--- config.mk ---
export PLATFORM = sky130hd
export DESIGN_NAME = dac_output_state_control
export DESIGN_NICKNAME = d
export VERILOG_FILES = /design/src/include/dac_ctrl_pkg.sv /design/src/verilog/dac_frame_receiver.sv /design/src/verilog/dac_output_state_control.sv
export SDC_FILE = /design/constraint.sdc
export NUM_CORES = 1
export LEC_CHECK = 0
export ABC_AREA = 0
export ABC_CLOCK_PERIOD_IN_PS = 6800
export BUFFER_PORTS_ARGS = -buffer_cell sky130_fd_sc_hd__buf_4
export CAP_MARGIN = 0
export CORE_UTILIZATION = 30
export CTS_CLUSTER_DIAMETER = 40
export DETAILED_ROUTE_END_ITERATION = 6
export GPL_TIMING_DRIVEN = 0
export HOLD_SLACK_MARGIN = 0.03
export PLACE_DENSITY_LB_ADDON = 0.1
export SYNTH_ARGS = -nofsm -noshare
export SYNTH_HDL_FRONTEND = slang
export SYNTH_SLANG_ARGS = --single-unit
--- constraint.sdc ---
create_clock -name i_clk_sys -period 6.8 [get_ports i_clk_sys]
set_clock_uncertainty 0.2 [all_clocks]
set_input_delay 0.34 -clock i_clk_sys [delete_from_list [all_inputs] [get_ports i_clk_sys]]
set_output_delay 0.34 -clock i_clk_sys [all_outputs]
set_load 0.03 [all_outputs]
--- src/include/dac_ctrl_pkg.sv ---
// Shared constants, frame and state types for the converter control block
// Behaviour
// A one in a software control bit acts exactly like a low pin pulse.
// Host reaches software control with write bit 0 and address 1,0,0.
// Software load bit transfers pending input value into converter register.
// Software clear bit loads converter register from the clear code.
// Clear result depends on selected coding, offset binary or twos complement.
// Software reset bit returns all registers and output state to power-on.
// Clear requests are ignored while the load pin is held low.
// Load requests are ignored while the clear pin is held low.
// Power-on reset sets every register to its default value.
// After power-on output is tristate and clamped until control is written.
// Host clears tristate and clamp bits before programming output values.
// Leaving clamp shows register default, the negative reference level.
// Clamp bit wins; else tristate bit gives tristate; else normal mode.
// Feedback select one connects the parallel resistor pair.
// Host clears feedback select for the gain of two arrangement.
// Tristate bit defaults to one after reset.
// Coding bit defaults to zero, twos complement; one is offset binary.
// Software strobes are one-cycle pulses at frame end, merged with pins.
package dac_ctrl_pkg;

  localparam int FRAME_BITS = 24;
  localparam int DATA_W     = 16;
  localparam int DATA_LSB   = 4;

  // Register addresses inside a frame
  localparam logic [2:0] ADDR_DAC       = 3'h1;
  localparam logic [2:0] ADDR_CTRL      = 3'h2;
  localparam logic [2:0] ADDR_CLEARCODE = 3'h3;
  localparam logic [2:0] ADDR_SWCTRL    = 3'h4;

  // Software control word bits
  localparam int SW_LOAD_BIT  = 0;
  localparam int SW_CLEAR_BIT = 1;
  localparam int SW_RESET_BIT = 2;

  // Control register bits
  localparam int CTRL_FB_BIT    = 1;
  localparam int CTRL_CLAMP_BIT = 2;
  localparam int CTRL_FLOAT_BIT = 3;
  localparam int CTRL_FMT_BIT   = 4;

  // Reset values
  localparam logic        FB_RESET       = 1'b1;
  localparam logic        CLAMP_RESET    = 1'b1;
  localparam logic        FLOAT_RESET    = 1'b1;
  localparam logic        FMT_RESET      = 1'b0;
  localparam logic [15:0] DAC_RESET      = 16'h8000;
  localparam logic [15:0] INPUT_RESET    = 16'h8000;
  localparam logic [15:0] CLEARCODE_RESET = 16'h0000;

  // Synchroniser depth for pins and the link clock
  localparam int SYNC_STAGES = 2;

  typedef struct packed {
    logic        rw;
    logic [2:0]  addr;
    logic [19:0] data;
  } frame_s;

  typedef enum logic [1:0] {
    OUT_NORMAL,
    OUT_TRISTATE,
    OUT_CLAMP
  } output_state_e;

endpackage : dac_ctrl_pkg

--- src/verilog/dac_frame_receiver.sv ---
// Three-wire serial frame receiver sampled by the system clock
`timescale 1ns/100ps
module dac_frame_receiver #(
  parameter int FRAME_BITS = 24
) (
  input  wire logic                 i_clk_sys,
  input  wire logic                 i_rst_b,
  input  wire logic                 i_sclk,
  input  wire logic                 i_sync_b,
  input  wire logic                 i_sdin,
  output logic                      o_frame_valid,
  output dac_ctrl_pkg::frame_s      o_frame
);

  localparam int CNT_W = $clog2(FRAME_BITS + 2);

  generate
    if (FRAME_BITS != $bits(dac_ctrl_pkg::frame_s)) begin : g_bad_len
      $error("FRAME_BITS must match the frame layout");
    end
  endgenerate

  logic [2:0]            pin_meta;
  logic [2:0]            pin_sync;
  logic                  sclk_prev;
  logic                  sync_prev;
  logic [FRAME_BITS-1:0] shift;
  logic [CNT_W-1:0]      bit_cnt;
  logic                  sclk_fall;
  logic                  frame_start;
  logic                  frame_end;

  // Bit order: sclk, sync_b, sdin
  always_ff @(posedge i_clk_sys or negedge i_rst_b) begin
    if (!i_rst_b) begin
      pin_meta <= 3'h7;
      pin_sync <= 3'h7;
    end else begin
      pin_meta <= {i_sclk, i_sync_b, i_sdin};
      pin_sync <= pin_meta;
    end
  end

  always_ff @(posedge i_clk_sys or negedge i_rst_b) begin
    if (!i_rst_b) begin
      sclk_prev <= 1'b1;
      sync_prev <= 1'b1;
    end else begin
      sclk_prev <= pin_sync[2];
      sync_prev <= pin_sync[1];
    end
  end

  assign sclk_fall   = sclk_prev & ~pin_sync[2] & ~pin_sync[1];
  assign frame_start = sync_prev & ~pin_sync[1];
  assign frame_end   = ~sync_prev & pin_sync[1];

  // Shift on falling link clock edges; count saturates past a full frame
  always_ff @(posedge i_clk_sys or negedge i_rst_b) begin
    if (!i_rst_b) begin
      shift   <= '0;
      bit_cnt <= '0;
    end else if (frame_start) begin
      bit_cnt <= '0;
    end else if (sclk_fall) begin
      shift <= {shift[FRAME_BITS-2:0], pin_sync[0]};
      if (bit_cnt <= CNT_W'(FRAME_BITS))
        bit_cnt <= bit_cnt + 1'b1;
    end
  end

  // Only frames of exactly the right length are delivered
  always_ff @(posedge i_clk_sys or negedge i_rst_b) begin
    if (!i_rst_b) begin
      o_frame_valid <= 1'b0;
      o_frame       <= '0;
    end else begin
      o_frame_valid <= frame_end && (bit_cnt == CNT_W'(FRAME_BITS));
      if (frame_end && (bit_cnt == CNT_W'(FRAME_BITS)))
        o_frame <= shift;
    end
  end
endmodule : dac_frame_receiver

--- src/verilog/dac_output_state_control.sv ---
// Converter control: registers, load/clear/reset strobes, output state
`timescale 1ns/100ps
module dac_output_state_control #(
  parameter int DATA_W = 16
) (
  input  wire logic                  i_clk_sys,
  input  wire logic                  i_rst_b,
  input  wire logic                  i_sclk,
  input  wire logic                  i_sync_b,
  input  wire logic                  i_sdin,
  input  wire logic                  i_load_output_strobe_b,
  input  wire logic                  i_clear_to_code_b,
  output logic [DATA_W-1:0]          o_dac_code,
  output logic                       o_dac_update,
  output dac_ctrl_pkg::output_state_e o_output_state,
  output logic                       o_converter_float_ctrl,
  output logic                       o_output_ground_clamp,
  output logic                       o_feedback_resistor_select,
  output logic                       o_code_format_select
);

  generate
    if (DATA_W != dac_ctrl_pkg::DATA_W) begin : g_bad_width
      $error("DATA_W must equal the frame data width");
    end
  endgenerate

  logic [1:0]           rst_pipe;
  logic                 rst_b;
  logic                 load_meta;
  logic                 load_sync;
  logic                 load_prev;
  logic                 clear_meta;
  logic                 clear_sync;
  logic                 clear_prev;
  logic                 frame_valid;
  dac_ctrl_pkg::frame_s frame;
  logic [DATA_W-1:0]    frame_word;
  logic                 wr;
  logic                 sw_load;
  logic                 sw_clear;
  logic                 sw_reset;
  logic                 pin_load_fall;
  logic                 pin_clear_fall;
  logic                 load_req;
  logic                 clear_req;
  logic [DATA_W-1:0]    input_reg;
  logic [DATA_W-1:0]    clear_code;
  logic [DATA_W-1:0]    dac_reg;

  // Reset release through two flops
  always_ff @(posedge i_clk_sys or negedge i_rst_b) begin
    if (!i_rst_b)
      rst_pipe <= 2'h0;
    else
      rst_pipe <= {rst_pipe[0], 1'b1};
  end
  assign rst_b = rst_pipe[1];

  // Pin synchronisers, idle high
  always_ff @(posedge i_clk_sys or negedge rst_b) begin
    if (!rst_b) begin
      load_meta  <= 1'b1;
      load_sync  <= 1'b1;
      load_prev  <= 1'b1;
      clear_meta <= 1'b1;
      clear_sync <= 1'b1;
      clear_prev <= 1'b1;
    end else begin
      load_meta  <= i_load_output_strobe_b;
      load_sync  <= load_meta;
      load_prev  <= load_sync;
      clear_meta <= i_clear_to_code_b;
      clear_sync <= clear_meta;
      clear_prev <= clear_sync;
    end
  end

  dac_frame_receiver #(
    .FRAME_BITS (dac_ctrl_pkg::FRAME_BITS)
  ) u_rx (
    .i_clk_sys     (i_clk_sys),
    .i_rst_b       (rst_b),
    .i_sclk        (i_sclk),
    .i_sync_b      (i_sync_b),
    .i_sdin        (i_sdin),
    .o_frame_valid (frame_valid),
    .o_frame       (frame)
  );

  assign frame_word = frame.data[dac_ctrl_pkg::DATA_LSB +: DATA_W];
  assign wr         = frame_valid && !frame.rw;

  // Software strobes, one cycle at frame end
  assign sw_load  = wr && (frame.addr == dac_ctrl_pkg::ADDR_SWCTRL)
                    && frame.data[dac_ctrl_pkg::SW_LOAD_BIT];
  assign sw_clear = wr && (frame.addr == dac_ctrl_pkg::ADDR_SWCTRL)
                    && frame.data[dac_ctrl_pkg::SW_CLEAR_BIT];
  assign sw_reset = wr && (frame.addr == dac_ctrl_pkg::ADDR_SWCTRL)
                    && frame.data[dac_ctrl_pkg::SW_RESET_BIT];

  assign pin_load_fall  = load_prev & ~load_sync;
  assign pin_clear_fall = clear_prev & ~clear_sync;

  // Each request is locked out while the other pin is held low
  assign load_req  = (pin_load_fall | sw_load) & clear_sync;
  assign clear_req = (pin_clear_fall | sw_clear) & load_sync;

  // Pending input and clear code registers
  always_ff @(posedge i_clk_sys or negedge rst_b) begin
    if (!rst_b) begin
      input_reg  <= dac_ctrl_pkg::INPUT_RESET;
      clear_code <= dac_ctrl_pkg::CLEARCODE_RESET;
    end else if (sw_reset) begin
      input_reg  <= dac_ctrl_pkg::INPUT_RESET;
      clear_code <= dac_ctrl_pkg::CLEARCODE_RESET;
    end else if (wr) begin
      if (frame.addr == dac_ctrl_pkg::ADDR_DAC)
        input_reg <= frame_word;
      if (frame.addr == dac_ctrl_pkg::ADDR_CLEARCODE)
        clear_code <= frame_word;
    end
  end

  // Control register fields
  always_ff @(posedge i_clk_sys or negedge rst_b) begin
    if (!rst_b) begin
      o_feedback_resistor_select <= dac_ctrl_pkg::FB_RESET;
      o_output_ground_clamp      <= dac_ctrl_pkg::CLAMP_RESET;
      o_converter_float_ctrl     <= dac_ctrl_pkg::FLOAT_RESET;
      o_code_format_select       <= dac_ctrl_pkg::FMT_RESET;
    end else if (sw_reset) begin
      o_feedback_resistor_select <= dac_ctrl_pkg::FB_RESET;
      o_output_ground_clamp      <= dac_ctrl_pkg::CLAMP_RESET;
      o_converter_float_ctrl     <= dac_ctrl_pkg::FLOAT_RESET;
      o_code_format_select       <= dac_ctrl_pkg::FMT_RESET;
    end else if (wr && frame.addr == dac_ctrl_pkg::ADDR_CTRL) begin
      o_feedback_resistor_select <=
        frame.data[dac_ctrl_pkg::CTRL_FB_BIT];
      o_output_ground_clamp      <=
        frame.data[dac_ctrl_pkg::CTRL_CLAMP_BIT];
      o_converter_float_ctrl     <=
        frame.data[dac_ctrl_pkg::CTRL_FLOAT_BIT];
      o_code_format_select       <=
        frame.data[dac_ctrl_pkg::CTRL_FMT_BIT];
    end
  end

  // Converter register; clear wins over a simultaneous load
  always_ff @(posedge i_clk_sys or negedge rst_b) begin
    if (!rst_b) begin
      dac_reg      <= dac_ctrl_pkg::DAC_RESET;
      o_dac_update <= 1'b0;
    end else if (sw_reset) begin
      dac_reg      <= dac_ctrl_pkg::DAC_RESET;
      o_dac_update <= 1'b0;
    end else begin
      o_dac_update <= load_req | clear_req;
      if (clear_req)
        dac_reg <= clear_code;
      else if (load_req)
        dac_reg <= input_reg;
    end
  end

  // Offset-binary equivalent drives the converter core
  always_ff @(posedge i_clk_sys or negedge rst_b) begin
    if (!rst_b)
      o_dac_code <= {~dac_ctrl_pkg::DAC_RESET[DATA_W-1],
                     dac_ctrl_pkg::DAC_RESET[DATA_W-2:0]};
    else if (o_code_format_select)
      o_dac_code <= dac_reg;
    else
      o_dac_code <= {~dac_reg[DATA_W-1], dac_reg[DATA_W-2:0]};
  end

  // Clamp overrides tristate
  always_ff @(posedge i_clk_sys or negedge rst_b) begin
    if (!rst_b)
      o_output_state <= dac_ctrl_pkg::OUT_CLAMP;
    else if (o_output_ground_clamp)
      o_output_state <= dac_ctrl_pkg::OUT_CLAMP;
    else if (o_converter_float_ctrl)
      o_output_state <= dac_ctrl_pkg::OUT_TRISTATE;
    else
      o_output_state <= dac_ctrl_pkg::OUT_NORMAL;
  end
endmodule : dac_output_state_control

=== Yosys cells after proc, flatten, opt, wreduce, memory -nomap -nowiden ===
Index checks and enable logic that the tools add are counted.

* Bitwise logic cells: 18
* Order comparisons: 1
* Add/subtract/negate cells: 1
* Reductions and logical operators: 19
* Equal/unequal tests: 5
* Multiplexer cells: 24

{| class="wikitable"
|+ Operators with widths
! cell !! number
|-
| 16-bit 2-to-1 mux || 10
|-
| 5-bit 2-to-1 mux || 3
|-
| 2-bit nonzero test || 6
|-
| 1-bit 2-to-1 mux || 10
|-
| 1-bit bitwise AND || 8
|-
| 2-bit AND reduction || 4
|-
| 1-bit logical AND || 7
|-
| 1-bit NOT || 7
|-
| 3-bit by 2-bit equality test with 1-bit output, second input constant || 2
|-
| 5-bit by 1-bit adder with 5-bit output, second input constant || 1
|-
| 5-bit equality test, second input constant || 1
|-
| 5-bit <= comparator, second input constant || 1
|-
| 3-bit by 1-bit equality test with 1-bit output, second input constant || 1
|-
| 3-bit equality test, second input constant || 1
|-
| 1-bit bitwise OR || 3
|-
| 3-bit nonzero test || 1
|-
| 2-bit 2-to-1 mux || 1
|-
| 1-bit zero test || 1
|}

* Register bits: 141
* Input port bits: 7
* Word-level logic and storage cells: 95

=== Depth between registers and ports, before layout ===
* Depth after elaboration: 9
* Depth in mapped cells: 7
* Mapped depth without buffers: 6

=== Hierarchy ===
A second synthesis with hierarchy kept.

* Cells, all modules: 402
* Area total of the unflattened synthesis: 5532.8 um^2

{| class="wikitable"
|+ By module, submodules not included
! module !! times used !! cells each !! sequential area each (um^2) !! area each (um^2)
|-
| dac_output_state_control || 1 || 262 || 1991.9 || 3088.0
|-
| dac_frame_receiver || 1 || 140 || 1561.5 || 2444.8
|}

=== Worst setup path before layout ===
No wires, ideal clock.

* Path kind: reg-to-reg
* From: register u_rx.bit_cnt[0]
* To: register u_rx.o_frame[0] (netlist name)
* Arrival: 1.656 ns
* Period minus slack after synthesis: 1.981 ns
* Slack: 4.819 ns
* Cell stages (with the launch flop): 8
* Setup time: 0.125 ns
* Buffers on the path: 1
* Cell sequence: dfrtp_1 inv_1 ha_1 nor2b_1 nand3b_1 nor2_2 buf_2 mux2_2

* Longest elaborated chain between the ends: 2

{| class="wikitable"
|+ Ends and longest elaborated chain
! element !! RTL line !! RTL
|-
| from (decl) || dac_frame_receiver.sv:28 || <nowiki>logic [CNT_W-1:0] bit_cnt;</nowiki>
|-
| from (signal assigned) || dac_frame_receiver.sv:68 || <nowiki>bit_cnt <= bit_cnt + 1'b1;</nowiki>
|-
| 5-bit equality test || dac_frame_receiver.sv:79 || <nowiki>if (frame_end && (bit_cnt == CNT_W'(FRAME_BITS)))</nowiki>
|-
| 1-bit logical AND || dac_frame_receiver.sv:79 ||
|-
| to (signal assigned) || dac_frame_receiver.sv:80 || <nowiki>o_frame <= shift;</nowiki>
|-
| to (decl) || dac_frame_receiver.sv:12 || <nowiki>output dac_ctrl_pkg::frame_s o_frame</nowiki>
|}

No other way between the ends.
A chain may end at the register's enable or synchronous reset.

=== Final worst setup path ===
* From: register u_rx.bit_cnt[0]
* To: register u_rx.o_frame[14] (netlist name)

The elaborated chain is that of the path after synthesis.

==> flow_summary_export.csv <==
group,metric,value,unit
outcome,status,"complete, no violations",
routing,drc,0,
cts,cts-root-buf,"clkbuf_16",
floorplan,core,17500,µm²
hold_path,worstHoldPathType,"reg2async",
pwr,power_density,310,nW/µm²
job,drv_cap,0,
routing,avgRoutedWirePerCell,14.2,µm
pwr,p_clk_share,49.1,%
setup_path,start_kind,"flop",
logic_synthesis,yosysUniqueCellTypes,43,
cts,htree_levels,4,
pwr,p_seq_share,44.3,%
timing,finalCriticalPeriod,2.27,ns
timing,setup_tns,0,ns
timing,relSlewSlack,58.8,%
timing,rsz0062_at_grt,"false",
grt,grt_use_total,12.6,%
cells_and_area,drive_above_1_share,32.6,%
placed_design,place.gp.congestion,0.696,
cts,cts.reportedPaths.clkPinSlew,0.06,ns
routing,drt_iter0_markers,152,
floorplan,initial_core_util,31.0,%
grt,grt_antenna_before_repair,0,
pwr,p_int,0.00163,W
logic_synthesis,synth_edf_count,0,
floorplan,row_count,48,
pwr,p_sw,0.000440,W
routing,first_pass_iters,4,
cells_and_area,antenna_cells,0,
cts,postCtsSetupBuffers,0,
cells_and_area,layout.nets,484,
timing,hold_viol_final,0,
setup_path,path_class,"reg2reg",
logic_synthesis,avgSynthCellArea,13.0,µm²
grt,overflow,0,
grt,grt_max_degree,66,
logic_synthesis,synthCells,418,
timing,period_share,33.4,%
cells_and_area,ff_latch_area,3560,µm²
cts,numCtsBuffers,17,
cells_and_area,area_delta_synth_final,23.6,%
logic_synthesis,yosysTopAreaCell,"dfrtp_1",
routing,drt_wl_total,10100,µm
pwr,swShare,21.2,%
placed_design,dp_hpwl,7020,µm
logic_synthesis,async_flop_share,100,%
floorplan,die_w,136,µm
setup_path,rrSetupSlack,4.53,ns
logic_synthesis,ys_warn_count,0,
floorplan,io_pins,30,
setup_path,reg2reg_to,"u_rx.o_frame[14]$_DFFE_PN0P_",
pwr,p_leak,3.00,nW
timing,finalMaxSlewViolations,0,
logic_synthesis,yosys.area.top_type_share,55.9,%
pwr,combPwrFrac,6.6,%
logic_synthesis,synth_common_cells,"121 x dfrtp_1, 83 x nand2_1, 48 x mux2_2, 36 x o21ai_0, 20 x dfstp_2",
setup_path,arrival,2.38,ns
setup_path,required,6.90,ns
timing,worstMarginPinSlew,0.612,ns
floorplan,dieHeight,136,µm
logic_synthesis,synth_nets,427,
logic_synthesis,synth_seq_cells,141,
setup_path,reg2regPathDepth,7,
routing,vias_per_cell,4.45,
cts,cts_tree,"built",
routing,vias,3175,
floorplan,die_area,18600,µm²
cts,cts.sinks,141,
cts,cts_buffer_depth,2,
timing,setup_viol,0,
cells_and_area,multiInputGateArea,1700,µm²
timing,fmax,440,MHz
logic_synthesis,syn_area,5420,µm²
setup_path,r2r_start,"u_rx.bit_cnt[0]$_DFFE_PN0P_",
cts,cts-resized-gates,0,
grt,grt_first_pass_wirelength,17600,µm
logic_synthesis,synthTopCellsByArea,"dfrtp_1 56%, mux2_2 10%, dfstp_2 9.7%",
cells_and_area,fillerInstances,1712,
logic_synthesis,yosysMostFrequentCell,"dfrtp_1",
routing,ant_nets,0,
cts,clk_latency,0.42,ns
setup_path,cp_max_fo,10,
pwr,peakVddDrop,0.000164,V
logic_synthesis,yosysSeqAreaShare,65.6,%
grt,grt_pass1_vias,3335,
placed_design,place_inst,674,
setup_path,critPathCaptureType,"flop",
cells_and_area,fin_cells,713,
logic_synthesis,synth_flop_cell,"dfrtp_1",
cells_and_area,top_regs,"u_rx.o_frame (24), u_rx.shift (24)",
placed_design,io_buffers,29,
==> metal layers <==
metal  share of wire (%)  track usage [%]
met5                   0                0
met1                  49             16.6
met2                  47             19.0
met3                 2.4             3.36
met4                 1.9             6.48
==> final cells by class <==
| type | count | area share [%] |
|---|---|---|
| multi-input combinational | 248 | 25.4 |
| sequential | 141 | 53.1 |
| buffer | 25 | 2.17 |
| inverter | 4 | 0.224 |
| timing repair buffer | 38 | 5.01 |
| clock buffer | 22 | 7.08 |
| clock inverter | 10 | 2.77 |
| tap | 225 | 4.20 |
==> repair_timing <==
item                                   4_1_cts  5_1_grt
hold buffers                                 7        0
endpoints found under the hold margin        7        0
setup endpoints to repair                    0        0
==> logic make-up after synthesis <==
logic type,after synthesis,synth area share (%)
buffers and inverters,29,2.96
other,1,0.0692
DFF,141,65.6
muxes,52,10.7
adders and majority gates,2,0.462
xor gates and xnor gates,4,0.647
and+or+nand+nor,130,11.5
AOI/OAI and AO/OA,59,8.06
==> worst max-delay path, stage by stage (launching register included) <==
cell	delay (ns)
dfrtp_1	0.39
inv_1	0.10
ha_1	0.14
nor2b_1	0.20
nand3b_1	0.11
nor2_2	0.30
buf_2	0.34
mux2_2	0.37
==> stage by stage <==
step / hold slack [ns] / utilization (%) / setup WS (ns) / total power [W] / cell area [µm²]
after detailed placement: -0.0747 / 34.1 / 4.51 / 0.00107 / 5970
after global routing: 0.156 / 38.3 / 4.33 / 0.00216 / 6700
after global placement: -0.0774 / 33.8 / 0.795 / 0.00107 / 5910
final: 0.113 / 38.3 / 4.53 / 0.00207 / 6700
after floorplan: -0.156 / - / 2.42 / 0.00102 / 5420
after CTS: 0.137 / 38.3 / 4.49 / 0.00210 / 6700
==> worst max path at each step <==
stage                                         endpoint                        start  depth (start not counted)  slack (ns)
after floorplan              clear_code[0]$_DFFE_PN0P_        rst_pipe[1]$_DFF_PN0_                          0        2.42
after global placement     o_output_state[0]$_DFF_PN0_        rst_pipe[1]$_DFF_PN0_                          0        0.80
after detailed placement  u_rx.o_frame[14]$_DFFE_PN0P_  u_rx.bit_cnt[0]$_DFFE_PN0P_                          7        4.51
after CTS                 u_rx.o_frame[15]$_DFFE_PN0P_  u_rx.bit_cnt[0]$_DFFE_PN0P_                          7        4.49
after global routing      u_rx.o_frame[14]$_DFFE_PN0P_  u_rx.bit_cnt[0]$_DFFE_PN0P_                          7        4.33
final                     u_rx.o_frame[14]$_DFFE_PN0P_  u_rx.bit_cnt[0]$_DFFE_PN0P_                          7        4.53
==> power groups by stage <==
| stage | Sequential [W] | Clock [W] | Combinational (W) |
|---|---|---|---|
| after floorplan | 0.000967 | 0 | 0.0000533 |
| after global placement | 0.000944 | 0 | 0.000121 |
| after detailed placement | 0.000935 | 0 | 0.000137 |
| after CTS | 0.000920 | 0.00104 | 0.000140 |
| after global routing | 0.000927 | 0.00108 | 0.000151 |
| final | 0.000919 | 0.00102 | 0.000137 |
==> cell usage in the layout, fill, tap and decap left out, types with 10 or more instances in the layout <==
cell / count
buf_2: 10
buf_4: 31
clkbuf_1: 12
clkbuf_16: 17
dfrtp_1: 120
dfstp_2: 20
mux2_2: 48
nand2_1: 83
nor3_1: 15
o21ai_0: 36
Note: power is estimated with default switching activity, not from simulation.
